[src/hw/sst_defines.svh]
// Purpose: offsets, field positions and reset values of the status telegram
// Assumes: byte 0 of the telegram is the first byte on the wire
// Notes: definitions only
`ifndef SST_DEFINES_SVH
`define SST_DEFINES_SVH
`define SST_TLG_BYTES 17
`define SST_BYTE_MODE 0
`define SST_BYTE_FLAGS 1
`define SST_BYTE_ALIGN_H 2
`define SST_BYTE_ALIGN_V 4
`define SST_BYTE_TEMP 6
`define SST_BYTE_SCAN 8
`define SST_BYTE_REFL 12
`define SST_BYTE_FA_STATE 14
`define SST_BYTE_FA_PAIR12 15
`define SST_BYTE_FA_PAIR3 16
`define SST_REG_CTRL 4'h0
`define SST_REG_MODE_FLAGS 4'h1
`define SST_REG_ALIGN 4'h2
`define SST_REG_TEMP 4'h3
`define SST_REG_SCAN 4'h4
`define SST_REG_FA 4'h5
`define SST_REG_REFL 4'h6
`define SST_CTRL_FA_ACTIVE 0
`define SST_CTRL_MATCH1 1
`define SST_CTRL_MATCH2 2
`define SST_CTRL_SNAP 3
`define SST_FLAGS_USED 8'h1f
`define SST_SCAN_RESET 32'h0000_0000
`define SST_PAIR_MIN 4'h1
`define SST_PAIR_MAX 4'ha
`endif

[src/hw/sst_pkg.sv]
// Purpose: shared types of the scanner status telegram
// Assumes: nothing
// Notes: constants live in sst_defines.svh
package sst_pkg;
  typedef enum logic [2:0] {
    SST_IDLE = 3'b001,
    SST_ACK = 3'b010,
    SST_DONE = 3'b100
  } sst_bus_state_type;
  typedef logic [7:0] sst_byte_type;
endpackage

[src/hw/sst_scan_counter.sv]
// Purpose: 32-bit revolution counter
// Assumes: rev pulse is synchronous, one cycle per revolution
// Notes: wraps to zero on overflow
`timescale 1ns/1ps
`include "sst_defines.svh"
module sst_scan_counter (
  input wire logic clk_in, // system clock
  input wire logic reset_n_in, // async reset, active low
  input wire logic clk_en_in, // freezes state when low
  input wire logic rev_pulse_in, // one revolution done
  output logic [31:0] count_out // scan count
);
  always_ff @(posedge clk_in or negedge reset_n_in) begin
    if (!reset_n_in) begin
      count_out <= `SST_SCAN_RESET;
    end else if (clk_en_in && rev_pulse_in) begin
      count_out <= count_out + 32'h0000_0001;
    end
  end
endmodule

[src/hw/sst_pair_field.sv]
// Purpose: validated 4-bit field-pair number
// Assumes: input from same clock domain
// Notes: numbers outside 1..10 are shown as zero
`timescale 1ns/1ps
`include "sst_defines.svh"
module sst_pair_field (
  input wire logic clk_in, // system clock
  input wire logic reset_n_in, // async reset, active low
  input wire logic clk_en_in, // freezes state when low
  input wire logic [3:0] pair_in, // raw pair number
  output logic [3:0] pair_out // checked pair number
);
  always_ff @(posedge clk_in or negedge reset_n_in) begin
    if (!reset_n_in) begin
      pair_out <= 4'h0;
    end else if (clk_en_in) begin
      if (pair_in >= `SST_PAIR_MIN && pair_in <= `SST_PAIR_MAX) begin
        pair_out <= pair_in;
      end else begin
        pair_out <= 4'h0;
      end
    end
  end
endmodule

[src/hw/sst_status_telegram.sv]
// Purpose: builds the cyclic status telegram of the scanner
// Assumes: Avalon-MM slave, word addresses, 32-bit data
// Notes: telegram bytes are presented as a flat 17-byte vector
//
// Summary of operation
// - byte 0 carries the eight-bit operating mode code
// - byte 1 bits 0-4: error, warning, contamination, pair fault, parked
// - signed 16-bit tilt H at 2, tilt V at 4, temperature at 6
// - 32-bit scan counter counts one per revolution
// - scan counter starts at zero after reset and wraps to zero
// - scan counter sent unsigned from byte 8, bits 0 to 31
// - reflector status bytes are always zero
// - byte 14: bit 0 active, bit 1 warn field free, bit 2 prot free
// - byte 14 bits 3-6 segment states, 1 means free; bit 7 zero
// - pair numbers 1-10: byte 15 low, byte 15 high, byte 16 low
// - byte 16 bits 6,7 show predefined pair matches; 4,5 zero
//
// The placing of the registers and the Avalon-MM interface to the registers were left to the implementer.
`timescale 1ns/1ps
`include "sst_defines.svh"
module sst_status_telegram
  import sst_pkg::*;
(
  input wire logic clk_in, // system clock 125 MHz
  input wire logic reset_n_in, // async reset, active low
  input wire logic clk_en_in, // freezes state when low
  input wire logic [7:0] operating_mode_code_in, // current mode
  input wire logic error_in, // error with switch-off
  input wire logic warning_in, // warning without shutdown
  input wire logic optics_contamination_flag_in, // cover dirty
  input wire logic pair_fault_in, // field-pair monitor fault
  input wire logic parked_in, // park request fulfilled
  input wire logic [15:0] align_h_in, // signed tilt horizontal
  input wire logic [15:0] align_v_in, // signed tilt vertical
  input wire logic [15:0] system_temperature_in, // signed temp
  input wire logic rev_pulse_in, // one revolution completed
  input wire logic func_a_warn_field_state_in, // 1 free
  input wire logic func_a_prot_field_state_in, // 1 free
  input wire logic func_a_warn_seg1_state_in, // 1 free
  input wire logic func_a_warn_seg2_state_in, // 1 free
  input wire logic func_a_prot_seg1_state_in, // 1 free
  input wire logic func_a_prot_seg2_state_in, // 1 free
  input wire logic [3:0] pair1_in, // first selected pair
  input wire logic [3:0] pair2_in, // second, superimposed
  input wire logic [3:0] pair3_in, // third, superimposed
  input wire logic [3:0] avs_address, // word address
  input wire logic avs_read, // read request
  input wire logic avs_write, // write request
  input wire logic [31:0] avs_writedata, // write data
  input wire logic [3:0] avs_byteenable, // byte lanes
  output logic [31:0] avs_readdata, // read data
  output logic avs_waitrequest, // stall
  output logic [135:0] telegram_out // 17 bytes, byte 0 low
);
  // ******************************
  // state
  // ******************************
  sst_bus_state_type state_r;
  logic [3:0] ctrl_r;
  logic [31:0] scan_count;
  logic [3:0] pair1_chk;
  logic [3:0] pair2_chk;
  logic [3:0] pair3_chk;
  logic [31:0] rd_nxt;
  logic [135:0] tlg_nxt;
  sst_byte_type flags_b;
  sst_byte_type fa_state_b;
  sst_byte_type fa_pair3_b;
  sst_byte_type ctrl_merged;

  function automatic sst_byte_type lane_merge(input sst_byte_type old_v,
      input sst_byte_type new_v, input logic en);
    lane_merge = en ? new_v : old_v;
  endfunction

  // ******************************
  // submodules
  // ******************************
  sst_scan_counter u_scan (
    .clk_in(clk_in),
    .reset_n_in(reset_n_in),
    .clk_en_in(clk_en_in),
    .rev_pulse_in(rev_pulse_in),
    .count_out(scan_count)
  );
  sst_pair_field u_pair1 (
    .clk_in(clk_in),
    .reset_n_in(reset_n_in),
    .clk_en_in(clk_en_in),
    .pair_in(pair1_in),
    .pair_out(pair1_chk)
  );
  sst_pair_field u_pair2 (
    .clk_in(clk_in),
    .reset_n_in(reset_n_in),
    .clk_en_in(clk_en_in),
    .pair_in(pair2_in),
    .pair_out(pair2_chk)
  );
  sst_pair_field u_pair3 (
    .clk_in(clk_in),
    .reset_n_in(reset_n_in),
    .clk_en_in(clk_en_in),
    .pair_in(pair3_in),
    .pair_out(pair3_chk)
  );

  // ******************************
  // telegram assembly
  // ******************************
  always_comb begin
    flags_b = {3'h0, parked_in, pair_fault_in,
        optics_contamination_flag_in, warning_in, error_in};
    flags_b = flags_b & `SST_FLAGS_USED;
    fa_state_b = {1'b0,
        func_a_prot_seg2_state_in, func_a_prot_seg1_state_in,
        func_a_warn_seg2_state_in, func_a_warn_seg1_state_in,
        func_a_prot_field_state_in, func_a_warn_field_state_in,
        ctrl_r[`SST_CTRL_FA_ACTIVE]};
    fa_pair3_b = {ctrl_r[`SST_CTRL_MATCH2], ctrl_r[`SST_CTRL_MATCH1],
        2'h0, pair3_chk};
    tlg_nxt = '0;
    tlg_nxt[`SST_BYTE_MODE*8 +: 8] = operating_mode_code_in;
    tlg_nxt[`SST_BYTE_FLAGS*8 +: 8] = flags_b;
    tlg_nxt[`SST_BYTE_ALIGN_H*8 +: 16] = align_h_in;
    tlg_nxt[`SST_BYTE_ALIGN_V*8 +: 16] = align_v_in;
    tlg_nxt[`SST_BYTE_TEMP*8 +: 16] = system_temperature_in;
    tlg_nxt[`SST_BYTE_SCAN*8 +: 32] = scan_count;
    tlg_nxt[`SST_BYTE_FA_STATE*8 +: 8] = fa_state_b;
    tlg_nxt[`SST_BYTE_FA_PAIR12*8 +: 8] = {pair2_chk, pair1_chk};
    tlg_nxt[`SST_BYTE_FA_PAIR3*8 +: 8] = fa_pair3_b;
  end

  // snapshot bit in ctrl freezes the telegram for a consistent read
  always_ff @(posedge clk_in or negedge reset_n_in) begin
    if (!reset_n_in) begin
      telegram_out <= '0;
    end else if (clk_en_in && !ctrl_r[`SST_CTRL_SNAP]) begin
      telegram_out <= tlg_nxt;
    end
  end

  // ******************************
  // register bus
  // ******************************
  always_comb begin
    case (avs_address)
      `SST_REG_CTRL: rd_nxt = {28'h0, ctrl_r};
      `SST_REG_MODE_FLAGS: rd_nxt = {16'h0, telegram_out[15:0]};
      `SST_REG_ALIGN: rd_nxt = telegram_out[47:16];
      `SST_REG_TEMP: rd_nxt = {16'h0, telegram_out[63:48]};
      `SST_REG_SCAN: rd_nxt = telegram_out[95:64];
      `SST_REG_FA: rd_nxt = {8'h0, telegram_out[135:112]};
      `SST_REG_REFL: rd_nxt = {16'h0, telegram_out[111:96]};
      default: rd_nxt = 32'h0000_0000;
    endcase
  end

  always_ff @(posedge clk_in or negedge reset_n_in) begin
    if (!reset_n_in) begin
      state_r <= SST_IDLE;
      avs_waitrequest <= 1'b1;
      avs_readdata <= 32'h0000_0000;
    end else if (clk_en_in) begin
      case (state_r)
        SST_IDLE: begin
          if (avs_read || avs_write) begin
            state_r <= SST_ACK;
            avs_waitrequest <= 1'b0;
            avs_readdata <= avs_read ? rd_nxt : 32'h0000_0000;
          end
        end
        SST_ACK: begin
          state_r <= SST_DONE;
          avs_waitrequest <= 1'b1;
        end
        SST_DONE: begin
          state_r <= SST_IDLE;
        end
        default: begin
          state_r <= SST_IDLE;
          avs_waitrequest <= 1'b1;
        end
      endcase
    end
  end

  assign ctrl_merged = lane_merge({4'h0, ctrl_r}, avs_writedata[7:0],
      avs_byteenable[0]);

  // write lands in the ack cycle, the edge where the master sees wait low
  always_ff @(posedge clk_in or negedge reset_n_in) begin
    if (!reset_n_in) begin
      ctrl_r <= 4'h0;
    end else if (clk_en_in && state_r == SST_ACK && avs_write &&
        avs_address == `SST_REG_CTRL) begin
      ctrl_r <= ctrl_merged[3:0];
    end
  end
endmodule

[config.mk]
export PLATFORM = sky130hd
export DESIGN_NAME = sst_status_telegram
export DESIGN_NICKNAME = d
export VERILOG_FILES = /design/src/hw/sst_pkg.sv /design/src/hw/sst_scan_counter.sv /design/src/hw/sst_pair_field.sv /design/src/hw/sst_status_telegram.sv
export VERILOG_INCLUDE_DIRS = /design/src /design/src/hw
export SDC_FILE = /design/constraint.sdc
export NUM_CORES = 1
export LEC_CHECK = 0
export ABC_AREA = 1
export BUFFER_PORTS_ARGS = -buffer_cell sky130_fd_sc_hd__buf_2
export CAP_MARGIN = 5
export CORE_ASPECT_RATIO = 0.9
export CORE_MARGIN = 5
export CORE_UTILIZATION = 35
export DETAILED_ROUTE_END_ITERATION = 6
export MAX_ROUTING_LAYER = met4
export PLACE_DENSITY = 0.6
export SLEW_MARGIN = 20
export SYNTH_ARGS = -nofsm -noshare
export SYNTH_HDL_FRONTEND = slang
export SYNTH_SLANG_ARGS = --single-unit
[constraint.sdc]
create_clock -name clk_in -period 2.9 [get_ports clk_in]
set_clock_uncertainty 0.1 [all_clocks]
set_input_delay 0.58 -clock clk_in [delete_from_list [all_inputs] [get_ports clk_in]]
set_output_delay 0.58 -clock clk_in [all_outputs]
set_load 0.02 [all_outputs]
# After elaboration in Yosys (flattened, before gate mapping)

Index checks and enable logic that the tools add are counted.

Word-level logic and storage cells: 50
Input bits: 125
Output and inout port bits: 169
Flip-flop bits (word level): 198

Bitwise logic cells: 1
Add/subtract/negate cells: 1
Mux-type cells: 9
Eq/ne operators: 9
Reductions and logical operators: 15
Order comparisons: 6

Operators by type and width:

| operator              | count |
|---|---|
| $pmux 32 s6           | 1 |
| $add 32x1->32 const B | 1 |
| $mux 32               | 1 |
| $ge 4x1->1 const B    | 3 |
| $le 4x4->1 const B    | 3 |
| $mux 4                | 3 |
| $eq 4x2->1 const B    | 2 |
| $eq 4x3->1 const B    | 2 |
| $logic_and 1x1->1     | 8 |
| $pmux 3 s2            | 1 |
| $reduce_and 3->1      | 2 |
| $eq 4x1->1 const B    | 1 |
| $logic_not 4->1       | 1 |
| $reduce_and 2->1      | 2 |
| $eq 3x1->1 const B    | 1 |
| $eq 3x2->1 const B    | 1 |
| $eq 3x3->1 const B    | 1 |
| $mux 3                | 1 |
| $ne 2x2->1 const B    | 1 |
| $pmux 1 s2            | 1 |
| $logic_not 1->1       | 1 |
| $logic_or 1x1->1      | 1 |
| $mux 1                | 1 |
| $not 1->1             | 1 |

# Longest topological paths before layout

Depth in word-level cells: 5
Depth in mapped cells: 10
Depth with buffers taken out: 10

# By module

A second synthesis with hierarchy kept.

Cells, all modules: 1055
Area, all modules: 9525.4 µm²

By module, submodules not included:

| module              | area an instance (µm²) | cells an instance | seq. area each (µm²) | instances |
|---|---|---|---|---|
| sst_status_telegram | 7019.2                 | 726               | 3856.2               | 1 |
| sst_scan_counter    | 1909.3                 | 245               | 800.8                | 1 |
| sst_pair_field      | 198.9                  | 28                | 100.1                | 3 |

# Worst setup path after synthesis

Ideal clock, no wire load.

Path kind: input to register
Start point: input clk_en_in
End point: register telegram_out[17]
Data required time: 2675 ps
Setup slack: 1314 ps
Buffers on the path: 2
Stages on the path: 4
Arrival time: 1361 ps
Setup time: 125 ps
Cells stage by stage: nand2_1 > buf_2 > buf_2 > mux2_2

Cells in the longest elaborated chain, start to end: 1

Ends and longest elaborated chain:

| item                   | RTL line                   | source |
|---|---|---|
| start: declaration     | sst_status_telegram.sv:26  | `input wire logic clk_en_in,` |
| $logic_and 1x1->1      | sst_status_telegram.sv:138 | `` end else if (clk_en_in && !ctrl_r[`SST_CTRL_SNAP]) begin `` |
| end signal: assignment | sst_status_telegram.sv:139 | `telegram_out <= tlg_nxt;` |
| end: declaration       | sst_status_telegram.sv:53  | `output logic [135:0] telegram_out` |

No other way between the ends.
A chain may end at the register's enable or synchronous reset.

# Worst setup path after layout

Start point: register telegram_out[131]
End point: output telegram_out[131]

No word-level cell between the ends.

==> results.yml <==
run_status:
  outcome: "complete, but fails checks"
  violations: "negative hold slack"
route:
  wl_per_cell_um: 16.9
  drtIter0Drc: 400
  drc: 0
  num_vias: 7389
  wl_mm: 26.5
  dr.pass1.iters: 5
  ant_nets: 0
  viasPerCell: 4.71
hold_path:
  hold_path_class: "primary input to asynchronous set/reset pin"
yosys:
  synthDistinctLibCells: 30
  synth_area_mm2: 0.00901
  yosys_warnings: 0
  synth_seq_area_share_pct: 55.0
  synth_edf_count: 0
  synth-main-ff-cell: "dfrtp_1"
  syn_avg_cell_area_um2: 9.20
  async_flop_share_pct: 100
  synth-seq-cells: 198
  synthCells: 980
timing:
  fin_crit_sh_pct: 62.7
  relSlewSlack_pct: 61.3
  hold_viol_final: 2
  worst_pin_slew_ps: 580
  fin_crit_ps: 1820
  holdWs_ps: -0.676
  rsz0062_at_grt: "no"
  finalSetupTns_ps: 0
  setup_viol: 0
  max_clock_freq_mhz: 550
  finalMaxSlewViolations: 0
global_routing:
  grt_max_degree: 122
  antenna_found_initial: 1
  grt_pass1_wl_mm: 40.6
  grt.total_usage_pct: 18.5
  overflow: 0
  grt_pass1_vias: 7112
placement:
  numPortBuffers: 240
  dp_hpwl_mm: 20.2
  place.gp.congestion: 0.858
floorplanning:
  die_x_um: 179
  die_h_um: 162
  die_area_mm2: 0.0291
  io_pins: 294
  start_util_pct: 35.7
  core_area_mm2: 0.0253
  rows: 55
setup_path:
  reg2reg_setup_slack_ps: 1200
  reg2reg_from: "u_scan.count_out[1]$_DFFE_PN0P_"
  crit_buf_inv: 1
  critical_path.max_fanout: 3
  cp_cell_sequence: "buf_2"
  critPathTopFamily: "flip-flops"
  slowest_stage: "dfrtp_1"
  r2r_cells: 10
  cp-end-kind: "output pin"
  cp-start-kind: "register"
  worst-endpoint-required_ps: 2220
  worstPathArrival_ps: 1140
  reg2reg_to: "u_scan.count_out[28]$_DFFE_PN0P_"
  worst_path_largest_cell_delay_ps: 470
  worstSetupPathType: "register to output pin"
flow_run:
  maxCapViolations: 0
power_and_ir_drop:
  leakage_nw: 6.05
  pwr_density_cell_mw_per_mm2: 859
  ir_drop_v: 0.000423
clock_network:
  clk_pin_slew_ps: 80
  cts_sinks: 198
  post_cts_buffers: 0
  cts_buffer_depth: 2
  clockRootBuffer: "clkbuf_16"
  cts_tree: "done"
  numCtsBuffers: 17
  postCtsHoldBufs: 0
  htreeDepth: 4
  cts_repair_resize_count: 0
  worst_skew_pair.late_latency_ps: 440
layout:
  layout_commonest_cell: "nand2_1"
  area_growth_pct: 23.8
  layout_common_cells: "nand2_1 (246), buf_2 (239), dfrtp_1 (196)"
  final_util_pct: 44.2
  diodes: 0
  nNetsFinal: 1340
  drive_above_1_share_pct: 30.4
-- cells in the mapped netlist, types with 2 or more instances --
library cell  count  area share (%)
dfstp_2           2            0.58
nor2_1           56             2.3
a21o_1            2            0.17
nand4_1          14            0.97
clkbuf_1         13            0.54
a21oi_1          19             1.1
buf_4            23             1.9
mux2_2           63             7.9
nor3_2            2            0.22
nor2_2            3            0.21
inv_1            81             3.4
o21ai_0          76             4.2
buf_2            28             1.6
dfrtp_1         196              54
nor3_1            3            0.17
nand3_1         106             5.9
o22ai_1           8            0.56
nor2_4            4            0.50
xor2_1           21             2.0
inv_2             4            0.17
nand2_1         247              10
-- power breakdown --
part	internal [W]	leakage (nW)	switching [W]
registers	0.00354	2.52	0.000681
logic	0.00107	3.25	0.00192
clock network	0.00124	0.279	0.00113
total	0.00585	6.05	0.00373
-- worst max path at each step --
stage	slack [ps]	from	cells after the start	endpoint
after global placement	760	clk_en_in	8	avs_readdata[12]$_DFFE_PN0P_
after detailed placement	740	clk_en_in	8	avs_readdata[5]$_DFFE_PN0P_
after global routing	1030	u_scan.count_out[1]$_DFFE_PN0P_	10	u_scan.count_out[26]$_DFFE_PN0P_
after floorplan	1310	clk_en_in	4	telegram_out[17]$_DFFE_PN0P_
after CTS	1060	telegram_out[126]$_DFFE_PN0P_	1	telegram_out[126]
final	1080	telegram_out[131]$_DFFE_PN0P_	1	telegram_out[131]
-- state kept, by name (all words and copies together), names as in the netlist --
signal / count
avs_readdata: 32
avs_waitrequest: 1
ctrl_r: 4
state_r: 3
telegram_out: 114
u_pair1.pair_out: 4
u_pair2.pair_out: 4
u_pair3.pair_out: 4
u_scan.count_out: 32
-- routing by layer --
layer | track usage [%] | part of all wire, % | routed length [µm] | vias up
met5 | - | 0 | 0 | -
met4 | 4.26 | 1.3 | 334 | 0
met3 | 3.33 | 6.1 | 1610 | 16
met2 | 28.7 | 47 | 12400 | 213
met1 | 25.6 | 46 | 12200 | 3549
li1 | - | - | - | 3611
-- per-stage QoR --
stage                     area, µm²  std cells  total power, W  worst slack [ps]
after floorplan                9090       1001         0.00591              1310
after global placement        10600       1537         0.00724               759
after detailed placement      10600       1537         0.00729               744
after CTS                     11200       1569         0.00969              1060
after global routing          11200       1569          0.0101              1030
final                         11200       1569         0.00958              1080
-- cell type report --
| cell class | count | area (µm²) |
|---|---|---|
| Fill cell | 2554 | 14100 |
| Sequential cell | 198 | 4960 |
| Multi-Input combinational cell | 654 | 3470 |
| Timing Repair Buffer | 258 | 1400 |
| Clock buffer | 20 | 447 |
| Tap cell | 342 | 428 |
| Inverter | 85 | 319 |
| Clock inverter | 12 | 136 |
-- cells by family after synthesis --
logic type / Yosys count / share of synthesized area [%]
AOI/OAI and AO/OA: 107 / 6.19
adders and majority gates: 1 / 0.139
buffers and inverters: 149 / 7.55
DFF: 198 / 55.0
and+or+nand+nor: 439 / 21.1
other: 1 / 0.0416
muxes: 63 / 7.87
xor gates and xnor gates: 22 / 2.14
Power figures use the tool's default switching activity.
